--- config.mk ---
export PLATFORM = sky130hd
export DESIGN_NAME = ppcp_top
export DESIGN_NICKNAME = d
export VERILOG_FILES = /design/src/ppcp_pkg.sv /design/src/ppcp_sync_bank.sv /design/src/ppcp_srst_width.sv /design/src/ppcp_top.sv
export VERILOG_INCLUDE_DIRS = /design/src
export SDC_FILE = /design/constraint.sdc
export NUM_CORES = 1
export LEC_CHECK = 0
export BUFFER_PORTS_ARGS = -buffer_cell sky130_fd_sc_hd__buf_4
export CORE_MARGIN = 8
export CORE_UTILIZATION = 41
export CTS_CLUSTER_DIAMETER = 150
export CTS_CLUSTER_SIZE = 24
export DETAILED_ROUTE_END_ITERATION = 10
export GPL_ROUTABILITY_DRIVEN = 0
export PLACE_DENSITY = 0.7
export SYNTH_ARGS = -nofsm -noshare
export SYNTH_HDL_FRONTEND = slang
export SYNTH_SLANG_ARGS = --single-unit
--- constraint.sdc ---
create_clock -name pclk -period 3.78 [get_ports pclk]
set_input_delay 0.378 -clock pclk [delete_from_list [all_inputs] [get_ports pclk]]
set_output_delay 0.378 -clock pclk [all_outputs]
set_load 0.1 [all_outputs]
--- src/ppcp_regs.svh ---
// register indices, field positions, reset values and timing counts
`ifndef PPCP_REGS_SVH
`define PPCP_REGS_SVH
// register indices; byte address is four times the index
`define PPCP_IDX_PORT_CONFIG 6'h20
`define PPCP_IDX_POWER_STATUS 6'h21
`define PPCP_IDX_INT_STATUS 6'h22
`define PPCP_IDX_INT_CLEAR 6'h23
`define PPCP_IDX_INT_ENABLE 6'h24
// port configuration fields
`define PPCP_CFG_ENABLE 0
`define PPCP_CFG_ADDR_LO 1
`define PPCP_CFG_ADDR_HI 2
`define PPCP_CFG_IRQ_SEL 3
// power management and status fields
`define PPCP_PS_DIRECT_PD 0
`define PPCP_PS_IDLE 1
`define PPCP_PS_SOFT_RESET 2
`define PPCP_PS_AUTO_PD_EN 3
`define PPCP_PS_FIFO_ERR 5
// interrupt status, clear and enable layout
`define PPCP_INT_FIFO_ERR 0
`define PPCP_INT_IDLE 1
`define PPCP_INT_SHORT_RST 2
`define PPCP_INT_BITS 3
// address select codes and decoded ranges
`define PPCP_ADDR_DEFAULT 2'h0
`define PPCP_ADDR_ALT 2'h1
`define PPCP_ADDR_MONO 2'h2
`define PPCP_ADDR_RSVD 2'h3
`define PPCP_BASE_378 10'h378
`define PPCP_BASE_278 10'h278
`define PPCP_BASE_3BC 10'h3bc
`define PPCP_SPAN_WIDE 10'h007
`define PPCP_SPAN_MONO 10'h002
// reset values and strap settle count
`define PPCP_ENABLE_RESET 1'b0
`define PPCP_IRQ_SEL_RESET 1'b0
`define PPCP_SETTLE_CYC 2'h2
// timing
`define PPCP_CLK_NS 20
`define PPCP_SRST_MIN_NS 1130
`define PPCP_SRST_MIN_CYC ((`PPCP_SRST_MIN_NS + `PPCP_CLK_NS - 1) / `PPCP_CLK_NS)
`endif

--- src/ppcp_pkg.sv ---
// types shared by the port configuration and power block
package ppcp_pkg;
   typedef enum logic [1:0] {
      strap_basic_mode,
      strap_extended_mode,
      software_motherboard_mode,
      software_addin_mode
   } ppcp_cfg_mode_e;
   typedef struct packed {
      ppcp_cfg_mode_e mode;
      logic [1:0] port_address_select;
      logic port_irq_select;
      logic port_enable_bit;
   } ppcp_strap_s;
   typedef struct packed {
      logic [9:0] base;
      logic [9:0] last;
      logic valid;
   } ppcp_decode_s;
   typedef enum logic [1:0] {st_settle, st_load, st_run} ppcp_boot_e;
endpackage

--- src/ppcp_sync_bank.sv ---
// two-flop synchronisers, one per bit
`timescale 1ns/10ps
module ppcp_sync_bank #(
   parameter int WIDTH = 1
) (
   input wire logic pclk,
   input wire logic presetn,
   input wire logic [WIDTH-1:0] din,
   output logic [WIDTH-1:0] dout
);
   logic [WIDTH-1:0] meta_reg;
   genvar i;
   // first stage is read only by the second stage
   generate
      for (i = 0; i < WIDTH; i++)
      begin : g_bit
         always_ff @(posedge pclk or negedge presetn)
         begin
            if (!presetn)
            begin
               meta_reg[i] <= 1'b0;
               dout[i] <= 1'b0;
            end
            else
            begin
               meta_reg[i] <= din[i];
               dout[i] <= meta_reg[i];
            end
         end
      end
   endgenerate
endmodule // ppcp_sync_bank

--- src/ppcp_srst_width.sv ---
// soft reset pulse width monitor, flags pulses shorter than the minimum
`timescale 1ns/10ps
`include "ppcp_regs.svh"
module ppcp_srst_width (
   input wire logic pclk,
   input wire logic presetn,
   input wire logic soft_reset,
   output logic short_pulse
);
   localparam logic [5:0] MIN_CYC = 6'(`PPCP_SRST_MIN_CYC);
   logic [5:0] count_reg;
   logic prev_reg;
   // count high cycles, saturating so a long hold cannot wrap
   always_ff @(posedge pclk or negedge presetn)
   begin
      if (!presetn)
      begin
         count_reg <= 6'h00;
         prev_reg <= 1'b0;
      end
      else
      begin
         prev_reg <= soft_reset;
         if (!soft_reset)
            count_reg <= 6'h00;
         else if (count_reg != MIN_CYC)
            count_reg <= count_reg + 6'h01;
      end
   end
   // falling edge with too few cycles: the host broke its timing
   always_ff @(posedge pclk or negedge presetn)
   begin
      if (!presetn)
         short_pulse <= 1'b0;
      else
         short_pulse <= prev_reg & ~soft_reset & (count_reg < MIN_CYC); // [RULE9]
   end
   short_flag_a: assert property (@(posedge pclk) disable iff (!presetn) // [RULE9]
      (prev_reg && !soft_reset && count_reg == MIN_CYC) |=> !short_pulse)
      else $error("full-width soft reset flagged as short");
endmodule // ppcp_srst_width

--- src/ppcp_top.sv ---
// parallel port configuration and power management register block on apb
//
// Design decision made here: the APB register port.
`timescale 1ns/10ps
`include "ppcp_regs.svh"
//
// Contract
// [RULE1] address select loads straps only in strap modes, else code 00 (378-37F)
// [RULE2] software enables the port and picks irq and address in one step
// [RULE3] enable bit 0 off, 1 on; defaults 0 in software modes, strap otherwise
// [RULE4] while disabled, irq and dma request outputs are tristated
// [RULE5] fifo error flag bit 5 sets on fifo underrun or overrun; the code ignores both while soft reset bit 2 is set
// [RULE6] writing 1 to soft reset bit clears the fifo error flag
// [RULE7] auto powerdown bit 3 allows powerdown when idle; 0 never powers down
// [RULE8] soft reset bit 2 holds the port as after a hard reset
// [RULE9] host pulses soft reset high for at least 1.13 us
// [RULE10] idle flag bit 1 is fifo empty and no interface activity
// [RULE11] direct powerdown bit 0: 1 enters powerdown, 0 leaves it
// [RULE12] soft reset also takes the port out of direct powerdown
// [RULE13] code 01 decodes 278-27F, 10 decodes 3BC-3BE except epp, 11 reserved
module ppcp_top (
   input wire logic pclk,
   input wire logic presetn,
   input wire logic psel,
   input wire logic penable,
   input wire logic pwrite,
   input wire logic [7:0] paddr,
   input wire logic [31:0] pwdata,
   output logic [31:0] prdata,
   output logic pready,
   output logic pslverr,
   input wire ppcp_pkg::ppcp_strap_s strap_pins,
   input wire logic port_pin_activity,
   input wire logic fifo_empty,
   input wire logic fifo_underrun,
   input wire logic fifo_overrun,
   input wire logic port_epp_mode,
   input wire logic core_irq,
   input wire logic core_dma_request,
   output logic irq5_out,
   output logic irq5_oe,
   output logic irq7_out,
   output logic irq7_oe,
   output logic port_dma_request,
   output logic port_dma_oe,
   output logic port_core_reset_n,
   output logic auto_powerdown,
   output logic direct_powerdown,
   output ppcp_pkg::ppcp_decode_s decode_out,
   output logic irq
);
   import ppcp_pkg::*;

   ppcp_boot_e boot_reg;
   logic [1:0] settle_reg;
   ppcp_strap_s strap_sync;
   logic activity_sync;
   logic hw_mode;
   logic access;
   logic hit;
   logic wr_fire;
   logic [5:0] idx;
   logic [7:0] wbyte;
   logic wr_cfg;
   logic wr_ps;
   logic wr_clr;
   logic wr_ien;
   logic [31:0] rd_mux;
   logic port_enable_bit_reg;
   logic [1:0] port_address_select_reg;
   logic port_irq_select_reg;
   logic auto_powerdown_enable_reg;
   logic soft_reset_reg;
   logic direct_powerdown_reg;
   logic fifo_error_flag_reg;
   logic port_idle_flag_reg;
   logic idle_next;
   logic fifo_event;
   logic short_pulse;
   logic [`PPCP_INT_BITS-1:0] events;
   logic [`PPCP_INT_BITS-1:0] int_status_reg;
   logic [`PPCP_INT_BITS-1:0] int_status_next;
   logic [`PPCP_INT_BITS-1:0] int_enable_reg;
   logic [`PPCP_INT_BITS-1:0] int_clear;
   logic port_live;

   // straps and the interface activity pin come from outside the clock domain
   ppcp_sync_bank #(
      .WIDTH(7)
   ) u_sync (
      .pclk(pclk),
      .presetn(presetn),
      .din({strap_pins, port_pin_activity}),
      .dout({strap_sync, activity_sync})
   );

   ppcp_srst_width u_srst (
      .pclk(pclk),
      .presetn(presetn),
      .soft_reset(soft_reset_reg),
      .short_pulse(short_pulse)
   );

   assign hw_mode = (strap_sync.mode == strap_basic_mode) ||
                    (strap_sync.mode == strap_extended_mode);

   // straps are caught after release, once the synchroniser has settled
   always_ff @(posedge pclk or negedge presetn)
   begin
      if (!presetn)
      begin
         boot_reg <= st_settle;
         settle_reg <= 2'h0;
      end
      else
      begin
         unique case (boot_reg)
            st_settle:
            begin
               settle_reg <= settle_reg + 2'h1;
               if (settle_reg == `PPCP_SETTLE_CYC)
                  boot_reg <= st_load;
            end
            st_load: boot_reg <= st_run;
            st_run: boot_reg <= st_run;
         endcase
      end
   end

   // bus decode; one wait state so read data leaves a flop
   assign access = psel & penable;
   assign idx = paddr[7:2];
   assign hit = (idx >= `PPCP_IDX_PORT_CONFIG) && (idx <= `PPCP_IDX_INT_ENABLE);
   assign wr_fire = access & pready & pwrite & hit;
   assign wbyte = pwdata[7:0];
   assign wr_cfg = wr_fire && (idx == `PPCP_IDX_PORT_CONFIG);
   assign wr_ps = wr_fire && (idx == `PPCP_IDX_POWER_STATUS);
   assign wr_clr = wr_fire && (idx == `PPCP_IDX_INT_CLEAR);
   assign wr_ien = wr_fire && (idx == `PPCP_IDX_INT_ENABLE);

   // read mux; reserved bits and the clear register read as zero
   always_comb
   begin
      rd_mux = 32'h0000_0000;
      unique case (idx)
         `PPCP_IDX_PORT_CONFIG:
         begin
            rd_mux[`PPCP_CFG_ENABLE] = port_enable_bit_reg;
            rd_mux[`PPCP_CFG_ADDR_HI:`PPCP_CFG_ADDR_LO] = port_address_select_reg;
            rd_mux[`PPCP_CFG_IRQ_SEL] = port_irq_select_reg;
         end
         `PPCP_IDX_POWER_STATUS:
         begin
            rd_mux[`PPCP_PS_DIRECT_PD] = direct_powerdown_reg;
            rd_mux[`PPCP_PS_IDLE] = port_idle_flag_reg;
            rd_mux[`PPCP_PS_SOFT_RESET] = soft_reset_reg;
            rd_mux[`PPCP_PS_AUTO_PD_EN] = auto_powerdown_enable_reg;
            rd_mux[`PPCP_PS_FIFO_ERR] = fifo_error_flag_reg;
         end
         `PPCP_IDX_INT_STATUS: rd_mux[`PPCP_INT_BITS-1:0] = int_status_reg;
         `PPCP_IDX_INT_ENABLE: rd_mux[`PPCP_INT_BITS-1:0] = int_enable_reg;
         default: rd_mux = 32'h0000_0000;
      endcase
   end

   // apb answer: pready one cycle after the access phase starts
   always_ff @(posedge pclk or negedge presetn)
   begin
      if (!presetn)
      begin
         pready <= 1'b0;
         prdata <= 32'h0000_0000;
         pslverr <= 1'b0;
      end
      else
      begin
         pready <= access & ~pready;
         if (access && !pready)
         begin
            prdata <= pwrite ? 32'h0000_0000 : rd_mux;
            pslverr <= ~hit;
         end
         else
         begin
            prdata <= 32'h0000_0000;
            pslverr <= 1'b0;
         end
      end
   end

   // port configuration; strap modes load straps, software modes keep defaults
   always_ff @(posedge pclk or negedge presetn)
   begin
      if (!presetn)
      begin
         port_enable_bit_reg <= `PPCP_ENABLE_RESET;
         port_address_select_reg <= `PPCP_ADDR_DEFAULT;
         port_irq_select_reg <= `PPCP_IRQ_SEL_RESET;
      end
      else if (boot_reg == st_load)
      begin
         if (hw_mode)
         begin
            port_enable_bit_reg <= strap_sync.port_enable_bit; // [RULE3]
            port_address_select_reg <= strap_sync.port_address_select; // [RULE1]
            port_irq_select_reg <= strap_sync.port_irq_select;
         end
         else
         begin
            port_enable_bit_reg <= `PPCP_ENABLE_RESET; // [RULE3] [RULE2]
            port_address_select_reg <= `PPCP_ADDR_DEFAULT; // [RULE1]
            port_irq_select_reg <= `PPCP_IRQ_SEL_RESET;
         end
      end
      else if (wr_cfg)
      begin
         port_enable_bit_reg <= wbyte[`PPCP_CFG_ENABLE];
         port_irq_select_reg <= wbyte[`PPCP_CFG_IRQ_SEL];
         // reserved code is refused on a write; only a strap load can hand it to the decoder
         if (wbyte[`PPCP_CFG_ADDR_HI:`PPCP_CFG_ADDR_LO] != `PPCP_ADDR_RSVD) // [RULE13]
            port_address_select_reg <= wbyte[`PPCP_CFG_ADDR_HI:`PPCP_CFG_ADDR_LO];
      end
   end

   // power control bits written by software
   always_ff @(posedge pclk or negedge presetn)
   begin
      if (!presetn)
      begin
         auto_powerdown_enable_reg <= 1'b0;
         soft_reset_reg <= 1'b0;
         direct_powerdown_reg <= 1'b0;
      end
      else
      begin
         if (wr_ps)
         begin
            auto_powerdown_enable_reg <= wbyte[`PPCP_PS_AUTO_PD_EN];
            soft_reset_reg <= wbyte[`PPCP_PS_SOFT_RESET];
         end
         // soft reset overrides any direct powerdown request
         if (soft_reset_reg || (wr_ps && wbyte[`PPCP_PS_SOFT_RESET])) // [RULE12]
            direct_powerdown_reg <= 1'b0;
         else if (wr_ps)
            direct_powerdown_reg <= wbyte[`PPCP_PS_DIRECT_PD]; // [RULE11]
      end
   end

   // fifo error is sticky; a new error in the clearing cycle still lands unless soft reset bit 2 is already set
   assign fifo_event = (fifo_underrun | fifo_overrun) & ~soft_reset_reg;
   always_ff @(posedge pclk or negedge presetn)
   begin
      if (!presetn)
         fifo_error_flag_reg <= 1'b0;
      else if (fifo_event)
         fifo_error_flag_reg <= 1'b1; // [RULE5]
      else if (wr_ps && wbyte[`PPCP_PS_SOFT_RESET])
         fifo_error_flag_reg <= 1'b0; // [RULE6]
   end

   // idle is the same condition that allows auto powerdown
   assign idle_next = fifo_empty & ~activity_sync; // [RULE10]
   always_ff @(posedge pclk or negedge presetn)
   begin
      if (!presetn)
      begin
         port_idle_flag_reg <= 1'b0;
         auto_powerdown <= 1'b0;
      end
      else
      begin
         port_idle_flag_reg <= idle_next; // [RULE10]
         auto_powerdown <= auto_powerdown_enable_reg & port_idle_flag_reg; // [RULE7]
      end
   end

   // interrupt status: set beats clear for the same bit
   assign events[`PPCP_INT_FIFO_ERR] = fifo_event;
   assign events[`PPCP_INT_IDLE] = idle_next & ~port_idle_flag_reg;
   assign events[`PPCP_INT_SHORT_RST] = short_pulse;
   assign int_clear = wr_clr ? wbyte[`PPCP_INT_BITS-1:0] : '0;
   assign int_status_next = (int_status_reg & ~int_clear) | events;
   always_ff @(posedge pclk or negedge presetn)
   begin
      if (!presetn)
      begin
         int_status_reg <= '0;
         int_enable_reg <= '0;
         irq <= 1'b0;
      end
      else
      begin
         int_status_reg <= int_status_next;
         if (wr_ien)
            int_enable_reg <= wbyte[`PPCP_INT_BITS-1:0];
         irq <= |(int_status_reg & int_enable_reg);
      end
   end

   // port-facing lines; a disabled or resetting port floats irq and dma
   assign port_live = port_enable_bit_reg & ~soft_reset_reg;
   always_ff @(posedge pclk or negedge presetn)
   begin
      if (!presetn)
      begin
         irq5_out <= 1'b0;
         irq5_oe <= 1'b0;
         irq7_out <= 1'b0;
         irq7_oe <= 1'b0;
         port_dma_request <= 1'b0;
         port_dma_oe <= 1'b0;
         port_core_reset_n <= 1'b0;
         direct_powerdown <= 1'b0;
      end
      else
      begin
         irq5_out <= core_irq & port_live & ~port_irq_select_reg;
         irq5_oe <= port_live & ~port_irq_select_reg; // [RULE4]
         irq7_out <= core_irq & port_live & port_irq_select_reg;
         irq7_oe <= port_live & port_irq_select_reg; // [RULE4]
         port_dma_request <= core_dma_request & port_live;
         port_dma_oe <= port_live; // [RULE4]
         // core stays in reset until the straps are in and soft reset drops
         port_core_reset_n <= ~soft_reset_reg & (boot_reg == st_run); // [RULE8]
         direct_powerdown <= direct_powerdown_reg; // [RULE11]
      end
   end

   // io address decode from the selected range
   always_ff @(posedge pclk or negedge presetn)
   begin
      if (!presetn)
         decode_out <= '0;
      else
      begin
         unique case (port_address_select_reg)
            `PPCP_ADDR_DEFAULT:
            begin
               decode_out.base <= `PPCP_BASE_378;
               decode_out.last <= `PPCP_BASE_378 + `PPCP_SPAN_WIDE;
               decode_out.valid <= port_live;
            end
            `PPCP_ADDR_ALT:
            begin
               decode_out.base <= `PPCP_BASE_278; // [RULE13]
               decode_out.last <= `PPCP_BASE_278 + `PPCP_SPAN_WIDE;
               decode_out.valid <= port_live;
            end
            `PPCP_ADDR_MONO:
            begin
               decode_out.base <= `PPCP_BASE_3BC;
               decode_out.last <= `PPCP_BASE_3BC + `PPCP_SPAN_MONO;
               decode_out.valid <= port_live & ~port_epp_mode; // [RULE13]
            end
            `PPCP_ADDR_RSVD:
            begin
               decode_out.base <= `PPCP_BASE_378;
               decode_out.last <= `PPCP_BASE_378;
               decode_out.valid <= 1'b0;
            end
         endcase
      end
   end

   sw_default_a: assert property (@(posedge pclk) disable iff (!presetn) // [RULE1]
      (boot_reg == st_load && !hw_mode) |=>
      (port_address_select_reg == 2'h0 && !port_enable_bit_reg))
      else $error("software mode defaults not applied");
   strap_load_a: assert property (@(posedge pclk) disable iff (!presetn) // [RULE3]
      (boot_reg == st_load && hw_mode) |=>
      (port_enable_bit_reg == $past(strap_sync.port_enable_bit)))
      else $error("strap enable not loaded");
   tristate_off_a: assert property (@(posedge pclk) disable iff (!presetn) // [RULE4]
      !port_enable_bit_reg |=> (!irq5_oe && !irq7_oe && !port_dma_oe))
      else $error("irq or dma driven while port disabled");
   ferr_set_a: assert property (@(posedge pclk) disable iff (!presetn) // [RULE5]
      fifo_event |=> fifo_error_flag_reg ##1 (fifo_error_flag_reg || $past(wr_ps && wbyte[2])))
      else $error("fifo error flag missed an event");
   ferr_clear_a: assert property (@(posedge pclk) disable iff (!presetn) // [RULE6]
      (wr_ps && wbyte[2] && !fifo_event) |=> !fifo_error_flag_reg)
      else $error("fifo error flag not cleared");
   auto_pd_a: assert property (@(posedge pclk) disable iff (!presetn) // [RULE7]
      (auto_powerdown_enable_reg && idle_next) |=>
      ##1 (auto_powerdown == $past(auto_powerdown_enable_reg)))
      else $error("auto powerdown mismatch");
   soft_hold_a: assert property (@(posedge pclk) disable iff (!presetn) // [RULE8]
      $rose(soft_reset_reg) |=> (!port_core_reset_n && !port_dma_oe)
      until !soft_reset_reg)
      else $error("port not held during soft reset");
   idle_flag_a: assert property (@(posedge pclk) disable iff (!presetn) // [RULE10]
      (fifo_empty && !activity_sync) |=> port_idle_flag_reg)
      else $error("idle flag not set");
   dpd_write_a: assert property (@(posedge pclk) disable iff (!presetn) // [RULE11]
      (wr_ps && wbyte[0] && !wbyte[2] && !soft_reset_reg) |=> ##1 direct_powerdown)
      else $error("direct powerdown not entered");
   srst_dpd_a: assert property (@(posedge pclk) disable iff (!presetn) // [RULE12]
      soft_reset_reg |=> !direct_powerdown_reg)
      else $error("soft reset left direct powerdown set");
   rsvd_code_a: assert property (@(posedge pclk) disable iff (!presetn) // [RULE13]
      (wr_cfg && wbyte[2:1] == 2'h3 && boot_reg == st_run) |=>
      $stable(port_address_select_reg))
      else $error("reserved address code accepted");
endmodule // ppcp_top

==> impl_metrics.toml <==
[outcome]
outcome = "complete, no violations"

[synthesis]
yosys.area.top_type = "sky130_fd_sc_hd__dfrtp_1"
synth-main-ff-cell = "sky130_fd_sc_hd__dfrtp_1"
post_synth_inst_count = 256
synth_async_sr_flop_share_pct = 100.0
yosys-top-cells-count = "sky130_fd_sc_hd__dfrtp_1, sky130_fd_sc_hd__buf_4, sky130_fd_sc_hd__inv_1"
synth_area_in_xor_xnor_pct = 1.514
synth_top_area_share_pct = 54.52
synth-compound-area-share_pct = 9.087
synth-seq-cells = 63
synthesis.yosys.warnings = 0
synth.area.top_cells = "sky130_fd_sc_hd__dfrtp_1, sky130_fd_sc_hd__buf_4, sky130_fd_sc_hd__ha_1"
synth-edff-count = 0
netlist_area_um2 = 2892
synth.area.mux_share_pct = 3.418
yosys.area_share.simple_pct = 13.85
largest_family_of_logic_cells_by_synthesized_area = "buffers and inverters"
synth.most_common_cell = "sky130_fd_sc_hd__dfrtp_1"
synth_cell_type_count = 44
synth-seq-area-share_pct = 54.52
post_synth.cell_area_avg_um2 = 11.30
yosys.area_share.adder_pct = 3.029

[worst_setup_path]
timing.critical_path.arrival_ps = 2090
ff2ff_setup_slack_ps = 2210
cp_max_fo = 14
nature_of_the_critical_path_startpoint = "input port"
crit-reg2reg-capture = "auto_powerdown_enable_reg"
reg2reg_depth = 3
critical_path_required_ps = 4010
timing.critical_path.to_type = "register"
setup.worst_path.class = "input port to register"
rr_startpoint = "pready"

[route]
via_count = 1914
routed_wire_length_per_instance_um = 14.45
drt_pass1_iterations = 4
drcViolationCount = 0
antenna_left = 0
vias_per_cell = 4.680
drt_iter0_markers = 74
finalWirelength_um = 5911

[timing]
finalHoldViolCount = 0
max_slew.worst_pin.slew_ps = 1155
slew_headroom_pct = 22.80
achievable-frequency_mhz = 536.5
final-setup-viol-count = 0
fin_crit_ps = 1864
final-max-slew-violation-count = 0
min_period_over_period_pct = 49.31
grt_setup_unrepaired = "no"
final.setup.tns_ps = 0
fin_worst_hold_slack_ps = 114.2
finClkSkew_ps = 5.512

[floorplanning]
start_util_pct = 42.56
pin_count = 123
design.die.area_um2 = 9996
y_dimension_of_the_die_um = 99.98
fp-row-count = 30
fp.dieW_um = 99.98
design.core.area_um2 = 6794

[clocking]
clock-sinks = 63
cts_resized = 0
clk_latency_ps = 330
cts.reportedPaths.clkPinSlew_ps = 70
tritoncts = "yes"
total_clock_buffers_created_by_cts = 9
htree_num_levels = 3
cts_buffer_depth = 2
cts_root_buffer_type = "sky130_fd_sc_hd__clkbuf_8"
cts-hold-fix-buffers = 0
post_cts_buffers = 0

[final_layout]
num-nets-final = 374
layout-drive-gt1-share_pct = 27.48
postLayoutCoreUtil_pct = 50.31
final.fill_count = 625
final_antenna_diode_count = 0
number_of_flip_flops_in_the_largest_register = 7
syn_to_final_growth_pct = 18.22
regMostFlops = "decode_out"

[job]
maxCapViolations = 0

[global_routing]
first_global_vias = 1961
globalRouteTotalUtil_pct = 12.00
antenna_found_initial = 0
grt_pass1_wl_um = 9363
grt_start_max_net_pins = 64
globalRoute.totalOverflow = 0

[power_and_ir_drop]
ir_drop_uv = 208.6
ratio_of_total_power_to_cell_area_nw_per_um2 = 516.3
leakage_power_summed_over_all_cells_uw = 0.001678
power_after_layout_uw = 1765

[min_path]
hold_path.class = "input port to asynchronous set/reset pin"

[placed_design]
portBuffers = 62
hpwlAfterDp_um = 4370
worst max-delay path by stage:
stage | start | to | slack [ps] | cells past startpoint
floorplan | pready | auto_powerdown_enable_reg | 1700 | 3
finish | paddr[4] | prdata[2] | 1920 | 4
global route | paddr[4] | prdata[2] | 1770 | 4
global placement | paddr[4] | prdata[0] | 1710 | 4
CTS | paddr[4] | prdata[2] | 1980 | 4
detailed placement | paddr[4] | prdata[2] | 1620 | 4
per-stage QoR:
step                cell area, µm²  std cells  setup slack (ps)
finish                        3418        409              1916
global route                  3418        409              1773
CTS                           3418        409              1979
detailed placement            3232        394              1621
global placement              3232        394              1707
floorplan                     2997        284              1699
final cells by class:
cell class | count | area (µm²) | area share (%)
clock buffers | 9 | 123.9 | 3.624
well taps | 96 | 120.1 | 3.514
flip-flops and latches | 63 | 1577 | 46.12
repair buffers | 62 | 465.4 | 13.62
clock inverters | 6 | 62.56 | 1.830
multi-input cells | 156 | 1006 | 29.43
inverters | 17 | 63.81 | 1.867
where the power goes:
group          switching (µW)  internal, µW  total [µW]  leakage (µW)
logic                     323           105         429      0.000819
clock network             254           298         552     0.0000871
registers                54.9           729         784      0.000772
kinds of logic (layout without fill, tap and decap cells):
logic type               Yosys count  after routing
AND/OR/NAND/NOR                   69             69
flip-flops                        63             63
other                              2             30
adder cells (fa/ha/maj)            7              7
XOR/XNOR                           5              5
buffers and inverters             65             94
multiplexers                       9              9
AO/OA/AOI/OAI                     36             36
placed cells by master (no fill, tap or decap), drive strengths merged, types with 3 or more instances in the layout:
master,count
xor2,4
mux2,7
a311oi,3
conb,30
nand3,15
clkbuf,9
a41oi,4
clkinvlp,3
nor3,3
nand2,9
and3,4
clkinv,3
dfrtp,63
ha,7
and2,5
a21oi,3
nand2b,7
nor2,7
o41ai,5
buf,62
inv,16
o21ai,9
nand4,3
nor2b,8
a22oi,3
worst max-delay path, stage by stage:
cell and delay (ps):
sky130_fd_sc_hd__buf_4 140, sky130_fd_sc_hd__nor4b_2 970, sky130_fd_sc_hd__a22oi_1 260, sky130_fd_sc_hd__a311oi_1 340
metal layers:
layer	track usage, %	vias up	part of all wire (%)
li1	-	917	-
met1	13.30	910	42
met4	8.837	0	3.0
met3	4.221	13	7.7
met2	18.73	74	47
met5	0	-	0
Power figures use the tool's default switching activity.
